[src/eefc_pkg.sv]
package eefc_pkg;

  // word byte addresses on the wishbone slave
  localparam logic [3:0] EEFC_CTRL_ADDR   = 4'h0;
  localparam logic [3:0] EEFC_STAT_ADDR   = 4'h4;
  localparam logic [3:0] EEFC_IRQS_ADDR   = 4'h8;
  localparam logic [3:0] EEFC_IRQM_ADDR   = 4'hc;

  // control register layout
  localparam int         EEFC_EDGE_BIT    = 7;
  localparam int         EEFC_CHSEL_LSB   = 0;
  localparam int         EEFC_CHSEL_W     = 4;
  localparam logic [7:0] EEFC_CTRL_WMASK  = 8'h8f;
  localparam logic [7:0] EEFC_CTRL_RST    = 8'h00;
  localparam logic [15:0] EEFC_STAT_RST   = 16'h0000;
  // edges after reset needed to fill both sync flops and the compare flop
  localparam logic [1:0] EEFC_SYNC_FILL   = 2'h3;

  // interrupt status/mask bit positions
  localparam int         EEFC_IRQ_W       = 2;
  localparam int         EEFC_IRQ_CAPT    = 0;
  localparam int         EEFC_IRQ_DONE    = 1;

  localparam int         EEFC_NCH         = 16;
  localparam int         EEFC_CODE_W      = 5;

  typedef struct packed {
    logic       edge_polarity_select;
    logic [3:0] channel_count_select;
  } eefc_ctrl_t;

  typedef struct packed {
    logic                    req;
    logic [EEFC_CODE_W-1:0]  code;
  } eefc_xfer_t;

endpackage : eefc_pkg

[src/eefc_edge_event_flag_capture.sv]
`timescale 1ns/10ps
module eefc_edge_event_flag_capture
  import eefc_pkg::*;
#(
  parameter int NCH = EEFC_NCH
) (
  input  wire logic              ref_clk_in,
  input  wire logic              resetn_in,
  input  wire logic [NCH-1:0]    event_inputs_in,
  input  wire logic              low_pins_direction_bit_in,
  input  wire logic              xfer_done_in,
  input  wire logic [3:0]        wb_adr_in,
  input  wire logic [31:0]       wb_dat_in,
  input  wire logic [3:0]        wb_sel_in,
  input  wire logic              wb_we_in,
  input  wire logic              wb_cyc_in,
  input  wire logic              wb_stb_in,
  output logic [31:0]            wb_dat_out,
  output logic                   wb_ack_out,
  output logic                   event_pending_irq_out,
  output logic [EEFC_CODE_W-1:0] addr_code_out,
  output logic                   irq_out
);

  // lowest pending index, doubled (input 0 wins)
  function automatic logic [EEFC_CODE_W-1:0] prio_code(input logic [NCH-1:0] f);
    logic [EEFC_CODE_W-1:0] c;
    c = '0;
    for (int i = NCH - 1; i >= 0; i--) begin
      if (f[i]) begin
        c = EEFC_CODE_W'(2 * i);
      end
    end
    return c;
  endfunction : prio_code

  function automatic logic [NCH-1:0] onehot_of(input logic [EEFC_CODE_W-1:0] c);
    logic [NCH-1:0] o;
    o = '0;
    o[c[EEFC_CODE_W-1:1]] = 1'b1;
    return o;
  endfunction : onehot_of

  logic [NCH-1:0]        sync1_r, sync2_r, prev_r;
  logic [NCH-1:0]        sync1_nxt, sync2_nxt, prev_nxt;
  eefc_ctrl_t            ctrl_r, ctrl_nxt;
  logic [NCH-1:0]        stat_r, stat_nxt;
  logic [EEFC_IRQ_W-1:0] irqs_r, irqs_nxt, irqm_r, irqm_nxt;
  logic [31:0]           dat_r, dat_nxt;
  logic                  ack_r, ack_nxt;
  logic                  pend_r, pend_nxt;
  logic [EEFC_CODE_W-1:0] code_r, code_nxt;
  logic                  irq_r, irq_nxt;
  logic [1:0]            warm_r, warm_nxt;

  logic [NCH-1:0]        enable_mask;
  logic [NCH-1:0]        edges;
  logic [NCH-1:0]        clr_mask;
  logic                  bus_req;
  logic                  wr_stb;

  assign bus_req = wb_cyc_in && wb_stb_in && !ack_r;
  assign wr_stb  = bus_req && wb_we_in;

  always_comb begin
    sync1_nxt = event_inputs_in;
    sync2_nxt = sync1_r;
    prev_nxt  = sync2_r;
    warm_nxt  = warm_r;
    if (warm_r != EEFC_SYNC_FILL) begin
      warm_nxt = warm_r + 2'h1;
    end
    for (int i = 0; i < NCH; i++) begin
      enable_mask[i] = (i <= int'(ctrl_r.channel_count_select));
      if (i < 8 && low_pins_direction_bit_in) begin
        enable_mask[i] = 1'b0;
      end
    end
    if (ctrl_r.edge_polarity_select) begin
      edges = prev_r & ~sync2_r;
    end else begin
      edges = ~prev_r & sync2_r;
    end
    edges = edges & enable_mask;
    // a pin already high at reset would look like a rising edge until the chain fills
    if (warm_r != EEFC_SYNC_FILL) begin
      edges = '0;
    end
    // the flag being serviced is the one whose code was presented
    clr_mask = (xfer_done_in && pend_r) ? onehot_of(code_r) : '0;
    // a new edge on the serviced pin wins over its clear
    stat_nxt = (stat_r & ~clr_mask) | edges;
    pend_nxt = |stat_nxt;
    code_nxt = prio_code(stat_nxt);
  end

  always_comb begin
    ctrl_nxt = ctrl_r;
    irqm_nxt = irqm_r;
    irqs_nxt = irqs_r;
    ack_nxt  = bus_req;
    dat_nxt  = '0;
    if (wr_stb && wb_sel_in[0]) begin
      if (wb_adr_in == EEFC_CTRL_ADDR) begin
        ctrl_nxt = eefc_ctrl_t'({wb_dat_in[EEFC_EDGE_BIT],
                                 wb_dat_in[EEFC_CHSEL_LSB +: EEFC_CHSEL_W]});
      end else if (wb_adr_in == EEFC_IRQS_ADDR) begin
        irqs_nxt = irqs_r & ~wb_dat_in[EEFC_IRQ_W-1:0];
      end else if (wb_adr_in == EEFC_IRQM_ADDR) begin
        irqm_nxt = wb_dat_in[EEFC_IRQ_W-1:0];
      end
    end
    // sets come after the write-one-to-clear so they win
    if (|edges) begin
      irqs_nxt[EEFC_IRQ_CAPT] = 1'b1;
    end
    if (|clr_mask) begin
      irqs_nxt[EEFC_IRQ_DONE] = 1'b1;
    end
    if (bus_req && !wb_we_in) begin
      if (wb_adr_in == EEFC_CTRL_ADDR) begin
        dat_nxt[7:0] = {ctrl_r.edge_polarity_select, 3'h0,
                        ctrl_r.channel_count_select} & EEFC_CTRL_WMASK;
      end else if (wb_adr_in == EEFC_STAT_ADDR) begin
        // read-only; writes here are dropped
        dat_nxt[15:0] = stat_r;
      end else if (wb_adr_in == EEFC_IRQS_ADDR) begin
        dat_nxt[EEFC_IRQ_W-1:0] = irqs_r;
      end else if (wb_adr_in == EEFC_IRQM_ADDR) begin
        dat_nxt[EEFC_IRQ_W-1:0] = irqm_r;
      end else begin
        dat_nxt = '0;
      end
    end
    irq_nxt = |(irqs_nxt & irqm_nxt);
  end

  always_ff @(posedge ref_clk_in or negedge resetn_in) begin
    if (!resetn_in) begin
      sync1_r <= '0;
      sync2_r <= '0;
      prev_r  <= '0;
      warm_r  <= 2'h0;
      stat_r  <= EEFC_STAT_RST;
      pend_r  <= 1'b0;
      code_r  <= '0;
    end else begin
      sync1_r <= sync1_nxt;
      sync2_r <= sync2_nxt;
      prev_r  <= prev_nxt;
      warm_r  <= warm_nxt;
      stat_r  <= stat_nxt;
      pend_r  <= pend_nxt;
      code_r  <= code_nxt;
    end
  end

  always_ff @(posedge ref_clk_in or negedge resetn_in) begin
    if (!resetn_in) begin
      ctrl_r  <= eefc_ctrl_t'({EEFC_CTRL_RST[EEFC_EDGE_BIT],
                               EEFC_CTRL_RST[EEFC_CHSEL_LSB +: EEFC_CHSEL_W]});
      irqs_r  <= '0;
      irqm_r  <= '0;
      dat_r   <= '0;
      ack_r   <= 1'b0;
      irq_r   <= 1'b0;
    end else begin
      ctrl_r  <= ctrl_nxt;
      irqs_r  <= irqs_nxt;
      irqm_r  <= irqm_nxt;
      dat_r   <= dat_nxt;
      ack_r   <= ack_nxt;
      irq_r   <= irq_nxt;
    end
  end

  assign wb_dat_out            = dat_r;
  assign wb_ack_out            = ack_r;
  assign event_pending_irq_out = pend_r;
  assign addr_code_out         = code_r;
  assign irq_out               = irq_r;

  property p_irq_follows_flags;
    @(posedge ref_clk_in) disable iff (!resetn_in)
      1'b1 |=> (pend_r == (|stat_r));
  endproperty
  a_irq_follows_flags: assert property (p_irq_follows_flags)
    else $error("pending irq disagrees with flags");

  property p_code_lowest;
    @(posedge ref_clk_in) disable iff (!resetn_in)
      stat_r[0] |-> code_r == 5'h00;
  endproperty
  a_code_lowest: assert property (p_code_lowest)
    else $error("input 0 must give code zero");

  property p_code_points_to_flag;
    @(posedge ref_clk_in) disable iff (!resetn_in)
      pend_r |-> stat_r[code_r[4:1]] && code_r[0] == 1'b0;
  endproperty
  a_code_points_to_flag: assert property (p_code_points_to_flag)
    else $error("code does not name a pending flag");

  property p_code_second;
    @(posedge ref_clk_in) disable iff (!resetn_in)
      (!stat_r[0] && stat_r[1]) |-> code_r == 5'h02;
  endproperty
  a_code_second: assert property (p_code_second)
    else $error("input 1 must give code two when input 0 is idle");

  property p_code_idle;
    @(posedge ref_clk_in) disable iff (!resetn_in)
      !pend_r |-> code_r == 5'h00;
  endproperty
  a_code_idle: assert property (p_code_idle)
    else $error("code not zero with nothing pending");

  property p_rise_sets;
    @(posedge ref_clk_in) disable iff (!resetn_in)
      (!ctrl_r.edge_polarity_select && !prev_r[0] && sync2_r[0] &&
       !low_pins_direction_bit_in && warm_r == EEFC_SYNC_FILL) |=> stat_r[0];
  endproperty
  a_rise_sets: assert property (p_rise_sets)
    else $error("rising edge on input 0 not captured");

  property p_fall_sets;
    @(posedge ref_clk_in) disable iff (!resetn_in)
      (ctrl_r.edge_polarity_select && prev_r[0] && !sync2_r[0] &&
       !low_pins_direction_bit_in && warm_r == EEFC_SYNC_FILL) |=> stat_r[0];
  endproperty
  a_fall_sets: assert property (p_fall_sets)
    else $error("falling edge on input 0 not captured");

  property p_wrong_edge_ignored;
    @(posedge ref_clk_in) disable iff (!resetn_in)
      (ctrl_r.edge_polarity_select && !prev_r[1] && sync2_r[1] &&
       !stat_r[1]) |=> !stat_r[1];
  endproperty
  a_wrong_edge_ignored: assert property (p_wrong_edge_ignored)
    else $error("rising edge flagged in falling mode");

  property p_ctrl_write;
    @(posedge ref_clk_in) disable iff (!resetn_in)
      (wr_stb && wb_sel_in[0] && wb_adr_in == EEFC_CTRL_ADDR &&
       wb_dat_in[7:0] == 8'hff) |=> ctrl_r == eefc_ctrl_t'(5'h1f);
  endproperty
  a_ctrl_write: assert property (p_ctrl_write)
    else $error("control write did not land on its fields");

  property p_upper_enable;
    @(posedge ref_clk_in) disable iff (!resetn_in)
      (ctrl_r.channel_count_select == 4'hf && !ctrl_r.edge_polarity_select &&
       !prev_r[15] && sync2_r[15] && warm_r == EEFC_SYNC_FILL) |=> stat_r[15];
  endproperty
  a_upper_enable: assert property (p_upper_enable)
    else $error("input 15 not captured with all inputs selected");

  property p_disabled_ignored;
    @(posedge ref_clk_in) disable iff (!resetn_in)
      (ctrl_r.channel_count_select == 4'h0 && !stat_r[15]) |=> !stat_r[15];
  endproperty
  a_disabled_ignored: assert property (p_disabled_ignored)
    else $error("unselected input set its flag");

  property p_dir_ignored;
    @(posedge ref_clk_in) disable iff (!resetn_in)
      (low_pins_direction_bit_in && !stat_r[3]) |=> !stat_r[3];
  endproperty
  a_dir_ignored: assert property (p_dir_ignored)
    else $error("low input flagged while direction bit set");

  property p_dir_spares_high;
    @(posedge ref_clk_in) disable iff (!resetn_in)
      (low_pins_direction_bit_in && ctrl_r.channel_count_select == 4'hf &&
       ctrl_r.edge_polarity_select && prev_r[8] && !sync2_r[8] &&
       warm_r == EEFC_SYNC_FILL) |=> stat_r[8];
  endproperty
  a_dir_spares_high: assert property (p_dir_spares_high)
    else $error("direction bit blocked an upper input");

  property p_status_ro;
    @(posedge ref_clk_in) disable iff (!resetn_in)
      (wr_stb && wb_adr_in == EEFC_STAT_ADDR && edges == '0 && clr_mask == '0) |=>
        stat_r == $past(stat_r);
  endproperty
  a_status_ro: assert property (p_status_ro)
    else $error("status changed by a bus write");

  property p_no_edge_no_flag;
    @(posedge ref_clk_in) disable iff (!resetn_in)
      (!stat_r[4] && prev_r[4] == sync2_r[4]) |=> !stat_r[4];
  endproperty
  a_no_edge_no_flag: assert property (p_no_edge_no_flag)
    else $error("flag set without an edge");

  property p_hold_until_done;
    @(posedge ref_clk_in) disable iff (!resetn_in)
      (stat_r[15] && !xfer_done_in) |=> stat_r[15];
  endproperty
  a_hold_until_done: assert property (p_hold_until_done)
    else $error("flag dropped without transfer completion");

  property p_done_clears;
    @(posedge ref_clk_in) disable iff (!resetn_in)
      (xfer_done_in && pend_r && code_r == 5'h04 && !edges[2]) |=> !stat_r[2];
  endproperty
  a_done_clears: assert property (p_done_clears)
    else $error("serviced flag not cleared");

  property p_done_spares_others;
    @(posedge ref_clk_in) disable iff (!resetn_in)
      (xfer_done_in && pend_r && code_r == 5'h00 && stat_r[1]) |=> stat_r[1];
  endproperty
  a_done_spares_others: assert property (p_done_spares_others)
    else $error("completion cleared a flag that was not serviced");

  property p_ack_pulse;
    @(posedge ref_clk_in) disable iff (!resetn_in)
      ack_r |=> !ack_r;
  endproperty
  a_ack_pulse: assert property (p_ack_pulse)
    else $error("bus acknowledge held longer than one cycle");

  property p_capt_flag;
    @(posedge ref_clk_in) disable iff (!resetn_in)
      (|edges) |=> irqs_r[EEFC_IRQ_CAPT];
  endproperty
  a_capt_flag: assert property (p_capt_flag)
    else $error("captured edge did not set its interrupt status");

  property p_ctrl_reserved;
    @(posedge ref_clk_in) disable iff (!resetn_in)
      (ack_r && !wb_we_in && wb_adr_in == EEFC_CTRL_ADDR) |-> wb_dat_out[6:4] == 3'h0;
  endproperty
  a_ctrl_reserved: assert property (p_ctrl_reserved)
    else $error("reserved control bits read nonzero");

  property p_status_read;
    @(posedge ref_clk_in) disable iff (!resetn_in)
      (bus_req && !wb_we_in && wb_adr_in == EEFC_STAT_ADDR) |=> wb_dat_out[15:0] == $past(stat_r);
  endproperty
  a_status_read: assert property (p_status_read)
    else $error("status read does not show flags");

endmodule : eefc_edge_event_flag_capture

[config.mk]
export PLATFORM = sky130hd
export DESIGN_NAME = eefc_edge_event_flag_capture
export DESIGN_NICKNAME = d
export VERILOG_FILES = /design/src/eefc_pkg.sv /design/src/eefc_edge_event_flag_capture.sv
export SDC_FILE = /design/constraint.sdc
export NUM_CORES = 1
export LEC_CHECK = 0
export BUFFER_PORTS_ARGS = -buffer_cell sky130_fd_sc_hd__clkbuf_2
export CORE_AREA = 2 2 127 129
export CTS_CLUSTER_DIAMETER = 150
export DETAILED_ROUTE_END_ITERATION = 6
export DIE_AREA = 0 0 129 131
export PLACE_DENSITY_LB_ADDON = 0.25
export SYNTH_ARGS = -nofsm -noshare
export SYNTH_HDL_FRONTEND = slang
export SYNTH_SLANG_ARGS = --single-unit
[constraint.sdc]
create_clock -name ref_clk_in -period 2.4 [get_ports ref_clk_in]
set_input_delay 0.24 -clock ref_clk_in [delete_from_list [all_inputs] [get_ports ref_clk_in]]
set_output_delay 0.24 -clock ref_clk_in [all_outputs]
set_load 0.05 [all_outputs]
-- Word-level counts from Yosys, hierarchy flattened
Cells that the tools add are included.
- add/sub/neg operators: 1
- order comparisons: 17
- equal/unequal tests: 4
- mux-type cells: 44
- bitwise gates (word level): 11
- reductions and logical operators: 15
- operators with widths (cell ; count):
    $mux W16 ; 5
    $mux W5 ; 16
    $and A16 B16 Y16 ; 4
    $not A16 Y16 ; 3
    $reduce_or A16 Y1 ; 3
    $le A4 B4 Y1 const A ; 8
    $mux W2 ; 9
    $le A3 B4 Y1 const A ; 4
    $mux W8 ; 2
    $or A16 B16 Y16 ; 1
    $mux W1 ; 11
    $eq A4 B4 Y1 const B ; 2
    $le A2 B4 Y1 const A ; 2
    $logic_and A1 B1 Y1 ; 7
    $lt A4 B5 Y1 const B ; 1
    $and A2 B2 Y2 ; 2
    $demux W1 S4 ; 1
    $eq A4 B3 Y1 const B ; 1
    $ge A4 B1 Y1 const B ; 1
    $le A1 B4 Y1 const A ; 1
    $logic_not A4 Y1 ; 1
    $add A2 B1 Y2 const B ; 1
    $logic_not A1 Y1 ; 2
    $ne A2 B2 Y1 const B ; 1
    3 further kinds ; 3
- bits in registers: 115
- input bits: 63
- output and inout bits: 40
- logic and storage cells: 106

-- Depth between registers and ports, before layout
- depth in word-level cells: 24
- gate-level depth with buffers: 9
- mapped depth without buffers: 8

-- Worst setup path after synthesis
No wires, ideal clock.
- path kind: register -> register
- start point: reg pend_r, in the netlist event_pending_irq_out
- end point: reg code_r[2], in the netlist addr_code_out[2]
- library setup time: 124 ps
- arrival: 2205 ps
- data required time: 2276 ps
- path slack: 71 ps
- cell stages (with the launch flop): 7
- buffers on the path: 0
- period minus slack after synthesis: 2329 ps
- cell sequence: dfrtp_1 nand4b_1 o21ai_0 a21bo_2 or4_1 o211a_1 o31a_1
- elaborated cells on any way between the ends: 21
- those cells by class: 17 x mux; 3 x bitwise; 1 x reduce/logical
- RTL lines (item ; line ; source):
    start, declared ; eefc_edge_event_flag_capture.sv:51 ; logic pend_r, pend_nxt;
    start signal, assigned ; eefc_edge_event_flag_capture.sv:153 ; pend_r <= pend_nxt;
    $logic_and A1 B1 Y1 ; eefc_edge_event_flag_capture.sv:90 ; clr_mask = (xfer_done_in && pend_r) ? onehot_of(code_r) : '0;
    $mux W16 ; eefc_edge_event_flag_capture.sv:90 ;
    $not A16 Y16 ; eefc_edge_event_flag_capture.sv:92 ; stat_nxt = (stat_r & ~clr_mask) | edges;
    $and A16 B16 Y16 ; eefc_edge_event_flag_capture.sv:92 ;
    $or A16 B16 Y16 ; eefc_edge_event_flag_capture.sv:92 ;
    net stat_nxt[10] ; eefc_edge_event_flag_capture.sv:47 ; logic [NCH-1:0] stat_r, stat_nxt;
    $mux W5 (11 in series) ; eefc_edge_event_flag_capture.sv:30 ; if (f[i]) begin
    net code_nxt[2] ; eefc_edge_event_flag_capture.sv:52 ; logic [EEFC_CODE_W-1:0] code_r, code_nxt;
    end signal, assigned ; eefc_edge_event_flag_capture.sv:154 ; code_r <= code_nxt;
    end, declared ; eefc_edge_event_flag_capture.sv:52 ;
The timed path passes the listed nets, and every way through them passes these cells.
A chain may end at the register's enable or synchronous reset.

-- Worst setup path after layout
- start point: reg ctrl_r[4] in the netlist's numbering
- end point: reg code_r[2], in the netlist addr_code_out[2]
- elaborated cells on any way between the ends: 20
- those cells by class: 18 x mux; 2 x bitwise
- RTL lines (item ; line ; source):
    start, declared ; eefc_edge_event_flag_capture.sv:46 ; eefc_ctrl_t ctrl_r, ctrl_nxt;
    start signal, assigned ; eefc_edge_event_flag_capture.sv:160 ; ctrl_r <= eefc_ctrl_t'({EEFC_CTRL_RST[EEFC_EDGE_BIT],
    start signal, assigned ; eefc_edge_event_flag_capture.sv:168 ; ctrl_r <= ctrl_nxt;
    $mux W16 ; eefc_edge_event_flag_capture.sv:79 ; if (ctrl_r.edge_polarity_select) begin
    $and A16 B16 Y16 ; eefc_edge_event_flag_capture.sv:84 ; edges = edges & enable_mask;
    $mux W16 ; eefc_edge_event_flag_capture.sv:86 ; if (warm_r != EEFC_SYNC_FILL) begin
    $or A16 B16 Y16 ; eefc_edge_event_flag_capture.sv:92 ;
    net stat_nxt[9] ; eefc_edge_event_flag_capture.sv:47 ;
    $mux W5 (10 in series) ; eefc_edge_event_flag_capture.sv:30 ;
    net code_nxt[2] ; eefc_edge_event_flag_capture.sv:52 ;
The timed path passes the listed nets, and every way through them passes these cells.

==> impl_metrics.py <==
metrics = {
    "run_status": {
        "status": "completed",
    },
    "place": {
        "gp_congestion": 0.821,
        "place_area_sq_um": 4610,
        "dp_hpwl_um": 6590,
        "io_buffers": 55,
    },
    "sta": {
        "fin_crit_sh_pct": 97.3,
        "rsz0062_at_grt": "no",
        "final_max_slew_viol_count": 0,
        "timing.fmax_mhz": 428,
        "final-setup-viol-count": 0,
        "period_needed_ns": 2.34,
        "hold_viol": 0,
        "fin_skew_ns": 0.0132,
    },
    "floorplanning": {
        "die_w_um": 129,
        "dieArea_sq_um": 16900,
        "coreArea_sq_um": 15600,
        "io_pins": 103,
        "initial_core_util_pct": 25.4,
        "fp-row-count": 46,
        "die_height_um": 131,
    },
    "finish": {
        "multi_input_area_sq_um": 1440,
        "register_area_sq_um": 2450,
        "final_cell_mix": "dfrtp_1 (98), clkbuf_2 (54), buf_4 (27)",
        "final_common_cell": "dfrtp_1",
        "post-route-util_pct": 33.1,
        "drive_gt1_share_pct": 30.8,
        "final.fill_count": 1583,
        "area_delta_synth_final_pct": 30.3,
        "nets": 485,
        "antenna_cells": 0,
        "fin_area_sq_um": 5160,
    },
    "routing": {
        "wl_met1_um": 4090,
        "top_layer_used": "met4",
        "first_pass_iters": 4,
        "routed-wl-met2_um": 3970,
        "drc_errors": 0,
        "drtIter0Drc": 112,
        "wl_per_cell_um": 13.6,
        "num_vias": 2703,
        "wl_met3_um": 392,
        "ant_nets": 0,
        "drt_wl_total_um": 8720,
        "viasPerCell": 4.21,
    },
    "power_and_ir_drop": {
        "p_comb_share_pct": 18.3,
        "clkPwrFrac_pct": 36.4,
        "powerDensity_nw_per_um2": 813,
        "p_seq_share_pct": 45.4,
        "p_sw_share_pct": 28.4,
        "ir_worst_vdd_v": 0.000395,
        "p_leak_nw": 2.28,
        "internal-power_w": 0.00301,
        "power.switching_w": 0.00119,
    },
    "setup_path": {
        "crit_chain": "buf_4 > or3b_2 > a211oi_1 > nand2b_1 > o21ai_0 > o211a_1 > o31a_1",
        "critPathMaxStageDelay_ns": 0.46,
        "end_kind": "flop",
        "start_kind": "flop",
        "r2r_cells": 7,
        "crit_fanout": 8,
        "arrival_ns": 2.57,
        "cpMaxStageDelayCell": "or3b_2",
        "criticalPathCategory": "flop to flop",
        "worst_ep_required_time_ns": 2.64,
    },
    "global_route": {
        "grt_overflow": 0,
        "track_usage_pct": 11.4,
        "grt_pass1_wl_um": 14400,
        "grt_max_degree": 60,
        "antenna_found_initial": 0,
        "grt_pass1_vias": 2804,
    },
    "synthesis": {
        "ys_types": 54,
        "ys_warn_count": 0,
        "synth_seq_area_share_pct": 61.8,
        "synth_cells": 320,
        "synth_ff_type": "dfrtp_1",
        "syn_avg_cell_area_sq_um": 12.4,
        "synth-edff-count": 0,
        "async_flop_share_pct": 100,
        "synth.cell_area_sq_um": 3970,
        "synth_seq_cells": 98,
    },
    "clock_tree": {
        "clk_latency_ns": 0.35,
        "cts-root-buf": "clkbuf_16",
        "htreeDepth": 3,
        "clk_pin_slew_ns": 0.07,
        "clockBufferDepth": 2,
        "tritoncts": "built",
        "cts_buffers": 9,
        "cts.sinks": 98,
        "cts_setup_buffers": 0,
    },
    "worst_hold_path": {
        "hp-class": "primary input to flop",
        "hold_path_depth": 3,
    },
    "run": {
        "maxCapViolCount": 0,
    },
}
## logic make-up (layout without fill, tap and decap cells)
| group | after synthesis | in the layout | synth area share, % |
|---|---|---|---|
| adder cells (fa/ha/maj) | 1 | 1 | 0.316 |
| AND/OR/NAND/NOR | 115 | 115 | 18.9 |
| multiplexers | 7 | 7 | 1.99 |
| buffers and inverters | 33 | 123 | 5.14 |
| other | 1 | 17 | 0.0946 |
| flip-flops | 98 | 98 | 61.8 |
| XOR/XNOR | 1 | 1 | 0.221 |
| AO/OA/AOI/OAI | 64 | 64 | 11.5 |
## power groups by stage
stage               Sequential (W)  Clock (W)  Combinational, W
floorplan                  0.00197          0          0.000418
global placement           0.00193          0          0.000718
detailed placement         0.00194          0          0.000726
CTS                        0.00191    0.00157          0.000753
global route               0.00192    0.00166          0.000838
finish                     0.00191    0.00153          0.000768
## metrics by stage
stage	cells	power, W	hold slack (ns)	setup slack [ns]	TNS (ns)
CTS	642	0.00423	0.114	0.0222	0
detailed placement	609	0.00266	0.245	-0.0175	-0.0282
global placement	609	0.00265	0.242	-0.0242	-0.0242
finish	642	0.00420	0.116	0.0648	0
floorplan	336	0.00239	-0.0556	0.0714	0
global route	642	0.00442	0.116	0.00785	0
## synthesized netlist by cell type, types with 4 or more instances
master / count / area, sq um
a21oi_1: 7 / 35.0
nand2_1: 13 / 48.8
dfrtp_1: 98 / 2450
buf_4: 18 / 135
nor4_1: 5 / 31.3
and2_1: 12 / 75.1
o21ai_0: 22 / 110
mux2_2: 7 / 78.8
inv_1: 8 / 30.0
nand3b_1: 12 / 90.1
nor2_1: 9 / 33.8
or3b_2: 9 / 78.8
nand3_1: 4 / 20.0
buf_2: 4 / 20.0
nor2b_1: 5 / 31.3
a22o_1: 4 / 35.0
a211oi_1: 5 / 37.5
nand2b_1: 19 / 119
## final timing paths
check | endpoint | slack (ns) | startpoint
max | addr_code_out[2] | 0.06 | ctrl_r[4]
min | ctrl_r[3] | 0.12 | wb_dat_in[3]
max reg2reg | addr_code_out[2] | 0.06 | ctrl_r[4]
min reg2reg | prev_nxt[9] | 0.35 | sync1_r[9]
max in group asynchronous | wb_dat_out[12] | 1.32 | resetn_in
min in group asynchronous | sync1_r[0] | 0.39 | resetn_in
## cell type report
class                           instances  share of cell area (%)
Clock buffer                           12                    4.58
Clock inverter                          4                    1.48
Inverter                                8                   0.581
Multi-Input combinational cell        205                    27.8
Sequential cell                        98                    47.5
Tap cell                              216                    5.23
Timing Repair Buffer                   99                    12.8
## flip-flops by register name, summed over array words and instances (netlist names)
register / flops
prev_nxt: 16
prev_r: 16
stat_r: 16
sync1_r: 16
wb_dat_out: 16
ctrl_r: 5
addr_code_out: 4
irqm_r: 2
irqs_r: 2
warm_r: 2
event_pending_irq_out: 1
irq_out: 1
wb_ack_out: 1
## critical path: cells and delay by family (launching register included)
kind	cells	cell delay [ns]
flip-flops	1	0.45
buffers and inverters	1	0.19
AO/OA/AOI/OAI	4	0.92
AND/OR/NAND/NOR	2	0.65
## routing by layer
metal | GRT usage, % | up-vias
met3 | 2.97 | 18
met2 | 17.8 | 74
met5 | 0 | -
met4 | 6.20 | 0
met1 | 14.5 | 1297
li1 | - | 1314
## timing repair
item                                   in CTS  in global routing
resized for setup                           3                 10
hold buffers                               17                  0
endpoints found under the hold margin      55                  0
setup endpoints to repair                   2                  5
Power figures use the tool's default switching activity.
